`config.mk`:
```
export PLATFORM = sky130hd
export DESIGN_NAME = mpss_top
export DESIGN_NICKNAME = d
export VERILOG_FILES = /design/src/rtl/mpss_pkg.sv /design/src/rtl/mpss_stack_if.sv /design/src/rtl/mpss_sp_bank.sv /design/src/rtl/mpss_top.sv
export SDC_FILE = /design/constraint.sdc
export NUM_CORES = 1
export LEC_CHECK = 0
export BUFFER_PORTS_ARGS = -buffer_cell sky130_fd_sc_hd__buf_2
export CORE_MARGIN = 10
export CORE_UTILIZATION = 35
export CTS_CLUSTER_DIAMETER = 30
export DETAILED_ROUTE_END_ITERATION = 10
export GPL_ROUTABILITY_DRIVEN = 1
export HOLD_SLACK_MARGIN = 0.05
export PLACE_DENSITY = 0.59
export SLEW_MARGIN = 20
export SYNTH_ARGS = -nofsm -noshare
export SYNTH_HDL_FRONTEND = slang
export SYNTH_SLANG_ARGS = --single-unit
```
`constraint.sdc`:
```
create_clock -name core_clk -period 4.55 [get_ports core_clk]
set_input_delay 1.365 -clock core_clk [delete_from_list [all_inputs] [get_ports core_clk]]
set_output_delay 1.365 -clock core_clk [all_outputs]
set_load 0.05 [all_outputs]
```
`src/rtl/mpss_pkg.sv`:
```
// constants for the mode, privilege and stack select block
// assumes a single core clock and an active-low asynchronous reset
package mpss_pkg;
    localparam logic [31:0] MPSS_SP_VEC_ADDR    = 32'h0000_0000;
    localparam logic [31:0] MPSS_RESET_VEC_ADDR = 32'h0000_0004;
    localparam int          MPSS_CTRL_NPRIV_BIT = 0;
    localparam int          MPSS_CTRL_SPSEL_BIT = 1;
    localparam logic [1:0]  MPSS_CTRL_RESET     = 2'h0;
    localparam logic [31:0] MPSS_PUSH_STEP      = 32'h0000_0004;
    localparam logic [31:0] MPSS_WORD_RESET     = 32'h0000_0000;

    // start-up and run states
    typedef enum logic [3:0] {
        MPSS_FETCH_SP = 4'h1,
        MPSS_FETCH_PC = 4'h2,
        MPSS_THREAD   = 4'h4,
        MPSS_HANDLER  = 4'h8
    } mpss_state_t;
endpackage : mpss_pkg

```
`src/rtl/mpss_stack_if.sv`:
```
// stack pointer bank interface
// assumes main and bank share core_clk
`timescale 1ns/1ps
interface mpss_stack_if;
    logic        sel_process;
    logic        load_main;
    logic        load_proc;
    logic        push;
    logic [31:0] load_val;
    logic [31:0] main_sp;
    logic [31:0] proc_sp;
    logic [31:0] active_sp;
    modport ctl  (output sel_process, load_main, load_proc, push, load_val,
                  input main_sp, proc_sp, active_sp);
    modport bank (input sel_process, load_main, load_proc, push, load_val,
                  output main_sp, proc_sp, active_sp);
endinterface : mpss_stack_if

```
`src/rtl/mpss_sp_bank.sv`:
```
// banked main and process stack pointers
// assumes control logic never asserts load and push for the same pointer
`timescale 1ns/1ps
module mpss_sp_bank
    import mpss_pkg::*;
(
    input wire logic   core_clk,
    input wire logic   rst_n,
    mpss_stack_if.bank sif
);
    logic [31:0] main_ff;
    logic [31:0] proc_ff;
    logic [31:0] nxt_main;
    logic [31:0] nxt_proc;

    always_comb
    begin
        nxt_main = main_ff;
        nxt_proc = proc_ff;
        // each pointer moves only on its own load or push
        if (sif.load_main)
            nxt_main = sif.load_val;
        else if (sif.push && !sif.sel_process)
            nxt_main = main_ff - MPSS_PUSH_STEP;
        if (sif.load_proc)
            nxt_proc = sif.load_val;
        else if (sif.push && sif.sel_process)
            nxt_proc = proc_ff - MPSS_PUSH_STEP;
    end

    always_ff @(posedge core_clk or negedge rst_n)
    begin
        if (!rst_n)
        begin
            main_ff <= MPSS_WORD_RESET;
            proc_ff <= MPSS_WORD_RESET;
        end
        else
        begin
            main_ff <= nxt_main;
            proc_ff <= nxt_proc;
        end
    end

    assign sif.main_sp   = main_ff;
    assign sif.proc_sp   = proc_ff;
    assign sif.active_sp = sif.sel_process ? proc_ff : main_ff;

    chk_main_indep: assert property (@(posedge core_clk) disable iff (!rst_n)
        (sif.push && sif.sel_process && !sif.load_main) |=> $stable(main_ff))
        else $error("main pointer moved on a process push");
endmodule : mpss_sp_bank

```
`src/rtl/mpss_top.sv`:
```
// mode, privilege and stack pointer selection for the core
// assumes vector reads answer with rd_valid; core drives one-cycle event pulses
`timescale 1ns/1ps
module mpss_top
    import mpss_pkg::*;
(
    input  wire logic        core_clk,
    input  wire logic        rst_n,
    // vector fetch at start-up
    output logic             vec_rd_req,
    output logic [31:0]      vec_rd_addr,
    input  wire logic        vec_rd_valid,
    input  wire logic [31:0] vec_rd_data,
    // exception sequencing
    input  wire logic        exc_entry,
    input  wire logic        exc_return,
    // control register write and special register access
    input  wire logic        ctrl_wr,
    input  wire logic [1:0]  ctrl_wdata,
    input  wire logic        sp_wr_main,
    input  wire logic        sp_wr_proc,
    input  wire logic [31:0] sp_wdata,
    input  wire logic        push_req,
    // instruction and access checks
    input  wire logic        change_proc_state_instr,
    input  wire logic        sreg_access,
    input  wire logic        sreg_is_system,
    input  wire logic        sys_access,
    input  wire logic        supervisor_call_instr,
    // state outputs
    output logic             boot_done,
    output logic             handler_mode,
    output logic             privileged,
    output logic [1:0]       control_reg,
    output logic             use_process_sp,
    output logic [31:0]      main_stack_pointer,
    output logic [31:0]      process_stack_pointer,
    output logic [31:0]      active_sp,
    output logic [31:0]      push_addr,
    output logic             push_we,
    output logic [31:0]      pc_init,
    output logic             exec_state_bit,
    output logic             vector_fault,
    output logic             instr_denied,
    output logic             access_denied,
    output logic             supervisor_call_exc
);
    mpss_stack_if sif ();

    mpss_state_t state_ff;
    mpss_state_t nxt_state;
    logic [1:0]  ctrl_ff;
    logic [1:0]  nxt_ctrl;
    logic [31:0] pc_ff;
    logic [31:0] nxt_pc;
    logic        tbit_ff;
    logic        nxt_tbit;
    logic        vfault_ff;
    logic        nxt_vfault;
    logic        priv_now;
    logic        thread_now;

    ////////////////////////////////////////////////////////////////////////
    // mode sequencing

    assign thread_now = (state_ff == MPSS_THREAD);
    assign priv_now   = (state_ff == MPSS_HANDLER)
                      || !ctrl_ff[MPSS_CTRL_NPRIV_BIT];

    always_comb
    begin
        nxt_state  = state_ff;
        nxt_pc     = pc_ff;
        nxt_tbit   = tbit_ff;
        nxt_vfault = vfault_ff;
        unique case (state_ff)
            MPSS_FETCH_SP:
                if (vec_rd_valid)
                    nxt_state = MPSS_FETCH_PC;
            MPSS_FETCH_PC:
                if (vec_rd_valid)
                begin
                    nxt_pc     = {vec_rd_data[31:1], 1'b0};
                    nxt_tbit   = vec_rd_data[0];
                    nxt_vfault = !vec_rd_data[0];
                    nxt_state  = MPSS_THREAD;
                end
            MPSS_THREAD:
                if (exc_entry)
                    nxt_state = MPSS_HANDLER;
            MPSS_HANDLER:
                if (exc_return && !exc_entry)
                    nxt_state = MPSS_THREAD;
            default:
                nxt_state = MPSS_FETCH_SP;
        endcase
    end

    always_ff @(posedge core_clk or negedge rst_n)
    begin
        if (!rst_n)
        begin
            state_ff  <= MPSS_FETCH_SP;
            pc_ff     <= MPSS_WORD_RESET;
            tbit_ff   <= 1'b0;
            vfault_ff <= 1'b0;
        end
        else
        begin
            state_ff  <= nxt_state;
            pc_ff     <= nxt_pc;
            tbit_ff   <= nxt_tbit;
            vfault_ff <= nxt_vfault;
        end
    end

    ////////////////////////////////////////////////////////////////////////
    // control register

    always_comb
    begin
        nxt_ctrl = ctrl_ff;
        if (ctrl_wr && priv_now && (state_ff[2] || state_ff[3]))
            nxt_ctrl = ctrl_wdata;
    end

    always_ff @(posedge core_clk or negedge rst_n)
    begin
        if (!rst_n)
            ctrl_ff <= MPSS_CTRL_RESET;
        else
            ctrl_ff <= nxt_ctrl;
    end

    ////////////////////////////////////////////////////////////////////////
    // stack pointer bank

    assign sif.sel_process = thread_now && ctrl_ff[MPSS_CTRL_SPSEL_BIT];
    assign sif.load_main   = ((state_ff == MPSS_FETCH_SP) && vec_rd_valid)
                           || (sp_wr_main && priv_now && !state_ff[0] && !state_ff[1]);
    assign sif.load_proc   = sp_wr_proc && (state_ff[2] || state_ff[3]);
    assign sif.load_val    = (state_ff == MPSS_FETCH_SP) ? vec_rd_data : sp_wdata;
    assign sif.push        = push_req && (state_ff[2] || state_ff[3]);

    mpss_sp_bank i_mpss_sp_bank (
        .core_clk (core_clk),
        .rst_n    (rst_n),
        .sif      (sif)
    );

    ////////////////////////////////////////////////////////////////////////
    // outputs and access checks

    assign vec_rd_req            = state_ff[0] || state_ff[1];
    assign vec_rd_addr           = state_ff[0] ? MPSS_SP_VEC_ADDR : MPSS_RESET_VEC_ADDR;
    assign boot_done             = state_ff[2] || state_ff[3];
    assign handler_mode          = (state_ff == MPSS_HANDLER);
    assign privileged            = priv_now;
    assign control_reg           = ctrl_ff;
    assign use_process_sp        = sif.sel_process;
    assign main_stack_pointer    = sif.main_sp;
    assign process_stack_pointer = sif.proc_sp;
    assign active_sp             = sif.active_sp;
    assign push_addr             = sif.active_sp - MPSS_PUSH_STEP;
    assign push_we               = sif.push;
    assign pc_init               = pc_ff;
    assign exec_state_bit        = tbit_ff;
    assign vector_fault          = vfault_ff;
    assign instr_denied          = !priv_now && (change_proc_state_instr
                                 || (sreg_access && sreg_is_system));
    assign access_denied         = !priv_now && sys_access;
    assign supervisor_call_exc   = supervisor_call_instr && boot_done;

    ////////////////////////////////////////////////////////////////////////
    // checks

    chk_reset_thread: assert property (@(posedge core_clk) disable iff (!rst_n)
        (state_ff == MPSS_FETCH_PC && vec_rd_valid) |=> (thread_now && !handler_mode))
        else $error("boot did not end in thread mode");

    chk_entry_handler: assert property (@(posedge core_clk) disable iff (!rst_n)
        (thread_now && exc_entry) |=> handler_mode)
        else $error("exception entry missed handler mode");

    chk_return_thread: assert property (@(posedge core_clk) disable iff (!rst_n)
        (handler_mode && exc_return && !exc_entry) |=> thread_now)
        else $error("exception return missed thread mode");

    chk_handler_priv: assert property (@(posedge core_clk) disable iff (!rst_n)
        handler_mode |-> privileged)
        else $error("handler mode not privileged");

    chk_thread_priv: assert property (@(posedge core_clk) disable iff (!rst_n)
        thread_now |-> (privileged == !control_reg[0]))
        else $error("thread privilege wrong");

    chk_state_deny: assert property (@(posedge core_clk) disable iff (!rst_n)
        (!privileged && change_proc_state_instr) |-> instr_denied)
        else $error("state change not refused");

    chk_sys_deny: assert property (@(posedge core_clk) disable iff (!rst_n)
        (access_denied |-> !privileged) and ((!privileged && sys_access) |-> access_denied))
        else $error("system access check wrong");

    chk_priv_gain: assert property (@(posedge core_clk) disable iff (!rst_n)
        (thread_now && !privileged && !exc_entry) |=> !privileged)
        else $error("privilege gained without an exception");

    chk_ctrl_guard: assert property (@(posedge core_clk) disable iff (!rst_n)
        (!privileged) |=> (control_reg == $past(control_reg)))
        else $error("control changed while unprivileged");

    chk_push_order: assert property (@(posedge core_clk) disable iff (!rst_n)
        (push_we && !sif.load_main && !sif.load_proc) |=>
            (($past(use_process_sp) ? process_stack_pointer : main_stack_pointer)
            == $past(push_addr)))
        else $error("push did not predecrement");

    chk_handler_main: assert property (@(posedge core_clk) disable iff (!rst_n)
        handler_mode |-> (active_sp == main_stack_pointer && !use_process_sp))
        else $error("handler not on main stack");

    chk_thread_sel: assert property (@(posedge core_clk) disable iff (!rst_n)
        thread_now |-> (use_process_sp == control_reg[1]))
        else $error("thread stack select wrong");

    chk_main_load: assert property (@(posedge core_clk) disable iff (!rst_n)
        (state_ff == MPSS_FETCH_SP && vec_rd_valid) |=>
            (main_stack_pointer == $past(vec_rd_data)))
        else $error("main pointer not loaded at boot");

    chk_tbit_load: assert property (@(posedge core_clk) disable iff (!rst_n)
        (state_ff == MPSS_FETCH_PC && vec_rd_valid) |=>
            (exec_state_bit == $past(vec_rd_data[0])))
        else $error("state bit not loaded");

    chk_sreg_deny: assert property (@(posedge core_clk) disable iff (!rst_n)
        (!privileged && sreg_access && sreg_is_system) |-> instr_denied)
        else $error("special register access not refused");

    chk_priv_allow: assert property (@(posedge core_clk) disable iff (!rst_n)
        privileged |-> (!instr_denied && !access_denied))
        else $error("privileged code refused");

    chk_super_call: assert property (@(posedge core_clk) disable iff (!rst_n)
        (boot_done && supervisor_call_instr) |-> supervisor_call_exc)
        else $error("supervisor call not raised");

    chk_call_boot: assert property (@(posedge core_clk) disable iff (!rst_n)
        !boot_done |-> !supervisor_call_exc)
        else $error("supervisor call raised before boot");

    chk_ctrl_write: assert property (@(posedge core_clk) disable iff (!rst_n)
        (ctrl_wr && privileged && boot_done) |=> (control_reg == $past(ctrl_wdata)))
        else $error("privileged control write lost");

    chk_proc_indep: assert property (@(posedge core_clk) disable iff (!rst_n)
        (push_we && !use_process_sp && !sif.load_proc) |=> $stable(process_stack_pointer))
        else $error("process pointer moved on a main push");

    chk_main_write: assert property (@(posedge core_clk) disable iff (!rst_n)
        (sp_wr_main && privileged && boot_done) |=> (main_stack_pointer == $past(sp_wdata)))
        else $error("main pointer write lost");

    chk_proc_write: assert property (@(posedge core_clk) disable iff (!rst_n)
        (sp_wr_proc && boot_done) |=> (process_stack_pointer == $past(sp_wdata)))
        else $error("process pointer write lost");

    chk_proc_active: assert property (@(posedge core_clk) disable iff (!rst_n)
        use_process_sp |-> (thread_now && active_sp == process_stack_pointer))
        else $error("process stack used outside thread mode");

    chk_sp_addr: assert property (@(posedge core_clk) disable iff (!rst_n)
        (state_ff == MPSS_FETCH_SP) |-> (vec_rd_req && vec_rd_addr == MPSS_SP_VEC_ADDR))
        else $error("stack vector address wrong");

    chk_pc_addr: assert property (@(posedge core_clk) disable iff (!rst_n)
        (state_ff == MPSS_FETCH_PC) |-> (vec_rd_req && vec_rd_addr == MPSS_RESET_VEC_ADDR))
        else $error("reset vector address wrong");

    chk_pc_load: assert property (@(posedge core_clk) disable iff (!rst_n)
        (state_ff == MPSS_FETCH_PC && vec_rd_valid) |=>
            (pc_init == {$past(vec_rd_data[31:1]), 1'b0}))
        else $error("start address not loaded");

    chk_vec_fault: assert property (@(posedge core_clk) disable iff (!rst_n)
        (state_ff == MPSS_FETCH_PC && vec_rd_valid) |=>
            (vector_fault == !$past(vec_rd_data[0])))
        else $error("vector fault flag wrong");

    chk_entry_wins: assert property (@(posedge core_clk) disable iff (!rst_n)
        (handler_mode && exc_entry) |=> handler_mode)
        else $error("return taken over a new entry");

    chk_boot_mode: assert property (@(posedge core_clk) disable iff (!rst_n)
        !boot_done |=> !handler_mode)
        else $error("handler mode entered during boot");

    ////////////////////////////////////////////////////////////////////////
    // scenario coverage

    cov_boot: cover property (@(posedge core_clk) disable iff (!rst_n)
        (state_ff == MPSS_FETCH_PC && vec_rd_valid) ##1 thread_now);

    cov_exc_round: cover property (@(posedge core_clk) disable iff (!rst_n)
        (thread_now && exc_entry) ##1 handler_mode [*2] ##1 thread_now);

    cov_unpriv_deny: cover property (@(posedge core_clk) disable iff (!rst_n)
        access_denied);

    cov_process_push: cover property (@(posedge core_clk) disable iff (!rst_n)
        push_we && use_process_sp);

    cov_ctrl_refused: cover property (@(posedge core_clk) disable iff (!rst_n)
        !privileged && ctrl_wr);
endmodule : mpss_top

```
==> flow_summary.json <==
{
  "cp_cell_sequence": "nor4b_4, nand2_4, clkinv_8, nor2_1, a21oi_2, ha_4, nand3_1, mux2_4, or4_4, xnor2_4, buf_6",
  "cts_tree": "yes",
  "grt_antenna_before_repair": 2,
  "cts_buffers": 9,
  "synthToLayoutAreaGrowth_pct": 30.65,
  "design.die.area_mm2": 0.02643,
  "cts-htree-levels": 3,
  "finalHoldViolations": 0,
  "maxCapViolCount": 0,
  "critPathSlowestCell": "or4_4",
  "synth_cell_types": 62,
  "routedWlPerCell_um": 22.25,
  "arrival_ns": 3.11,
  "ys.flop_type": "dfrtp_1",
  "hold_class": "reg -> reg",
  "drv_slew": 0,
  "synth_edf_count": 0,
  "status": "complete, no violations",
  "drive_above_1_share_pct": 34.66,
  "grt_pass1_vias": 7595,
  "synth_seq_cells": 103,
  "tightest_slew_ns": 0.9462,
  "async_reset_ff_share_pct": 100.0,
  "globalplace.congestion": 0.9286,
  "core_mm2": 0.02010,
  "cts_buffer_depth": 2,
  "syn_avg_cell_area_um2": 8.370,
  "drc": 0,
  "start_kind": "flop",
  "grtUsageTotal_pct": 22.17,
  "period_share_pct": 98.45,
  "dieHeight_um": 162.6,
  "grt_pass1_wl_um": 45500,
  "fmax_mhz": 223.2,
  "synthesis.area_mm2": 0.007114,
  "r2r_slack_ns": 1.77,
  "vias": 7496,
  "cts_root_buf": "clkbuf_16",
  "drt_first_pass_iters": 7,
  "totalWireLength_um": 30610,
  "insertion_delay_ns": 0.36,
  "clk_pin_slew_ns": 0.07,
  "cts.sinks": 103,
  "dieWidth_um": 162.6,
  "synth_warnings": 0,
  "dp_hpwl_um": 24550,
  "portBuffers": 252,
  "grt-ovfl-total": 0,
  "fin_skew_ns": 0.01042,
  "fp-row-count": 52,
  "relSlewSlack_pct": 36.71,
  "start_util_pct": 35.39,
  "yosysSeqAreaShare_pct": 36.25,
  "max_stage_delay_ns": 0.54,
  "syn_inst": 850,
  "timing_worst_setup_path_type": "reg -> out",
  "drt_iter0_drc": 534,
  "ant_nets": 0,
  "io_pins": 285,
  "vias_per_cell": 5.448,
  "nets": 1183,
  "tns_ns": 0,
  "required_ns": 3.18,
  "endpoint_kind": "primary output",
  "period_needed_ns": 4.480,
  "setup_viol": 0,
  "crit_path_max_fanout": 11,
  "grt_start_max_net_pins": 65
}
==> synth_stat cells, drive strengths merged (6+ instances only) <==
cell | instances | area [um^2]
nor2b | 23 | 143.9
xnor2 | 36 | 315.3
dfrtp | 102 | 2552
xor2 | 25 | 219.0
a21oi | 45 | 225.2
mux2 | 35 | 394.1
buf | 48 | 337.8
nor2 | 63 | 239.0
inv | 17 | 63.81
mux2i | 15 | 150.1
nand2 | 139 | 529.3
a221o | 7 | 70.07
nor4 | 18 | 118.9
clkbuf | 34 | 127.6
nand3 | 26 | 130.1
or3 | 19 | 118.9
and3 | 6 | 37.54
or2 | 10 | 62.56
o311ai | 6 | 52.55
nand4 | 10 | 62.56
nor3 | 30 | 160.2
o21ai | 30 | 150.1
a31oi | 7 | 43.79
a211oi | 25 | 187.7
==> timing repair <==
action / in CTS / in global routing
hold buffers: 0 / 0
gates cloned: 0 / 1
gates resized for setup: 10 / 3
buffers inserted: 0 / 3
pin swaps: 0 / 3
setup endpoints to repair: 9 / 8
==> final timing paths <==
path,startpoint,endpoint,cells after the start
max in group asynchronous,rst_n,state_ff[0]$_DFFE_PN1P_,2
worst max register to register,state_ff[3]$_DFFE_PN0P_,i_mpss_sp_bank.sif.proc_sp[15]$_DFFE_PN0P_,7
worst min register to register,vector_fault$_DFFE_PN0P_,vector_fault$_DFFE_PN0P_,2
min in group asynchronous,rst_n,pc_init[28]$_DFFE_PN0P_,1
worst max-delay path,state_ff[3]$_DFFE_PN0P_,push_addr[26],11
worst min-delay path,vector_fault$_DFFE_PN0P_,vector_fault$_DFFE_PN0P_,2
==> per-layer routing <==
layer  vias to the layer above  GRT usage [%]  wire [um]
met2                       346          36.47      14480
met1                      3659          27.05      12330
met5                         -              0         13
met4                         2          7.377        874
met3                        44          6.825       2919
li1                       3445              -          -
==> critical path: cells and delay by family (launching register included) <==
| kind | cells | cell delay [ns] |
|---|---|---|
| flops | 1 | 0.41 |
| mux | 1 | 0.35 |
| buf+inv | 2 | 0.27 |
| xor+xnor | 1 | 0.17 |
| simple gates | 5 | 1.18 |
| fa+ha+maj | 1 | 0.19 |
| compound gates | 1 | 0.18 |
==> cell usage in the layout, fill, tap and decap left out, types with 24 or more instances in the layout <==
master    count
buf_4        40
buf_2       243
xnor2_1      31
nor3_1       28
nand3_1      25
a211oi_1     24
nor2_1       59
o21ai_0      29
dfrtp_1     101
a21oi_1      42
mux2_2       34
nand2_1     138
conb_1       32
==> kinds of logic after synthesis <==
family	after synthesis	share of synthesized area (%)
flip-flops	103	36.25
other	1	0.05271
AO/OA/AOI/OAI	154	14.11
AND/OR/NAND/NOR	377	26.36
adder cells (fa/ha/maj)	3	0.5277
buffers and inverters	101	7.545
multiplexers	50	7.650
XOR/XNOR	61	7.510
==> layout make-up <==
class | instances | area (um^2)
Fill cell | 2064 | 10810
Multi-Input combinational cell | 677 | 4370
Sequential cell | 103 | 2580
Timing Repair Buffer | 289 | 1619
Tap cell | 270 | 337.8
Clock buffer | 12 | 236.5
Inverter | 19 | 83.83
Clock inverter | 4 | 56.30
Timing Repair inverter | 1 | 8.758
Antenna cell | 1 | 2.502
==> metrics by stage <==
stage / util (%) / cell area [um^2] / instances / setup WS [ns] / hold slack [ns]
after global routing: 46.22 / 9293 / 1375 / -0.01131 / 0.5139
final: 46.23 / 9295 / 1376 / 0.07049 / 0.4840
after floorplan: - / 7491 / 881 / -0.2837 / 0.6080
after CTS: 45.97 / 9243 / 1371 / -0.02291 / 0.4951
after detailed placement: 44.38 / 8922 / 1355 / 0.1473 / 0.4783
after global placement: 44.38 / 8922 / 1355 / 0.2215 / 0.4624
Power is not shown: default switching activity piles up to over one toggle a cycle in this logic, so the estimate is an artifact.
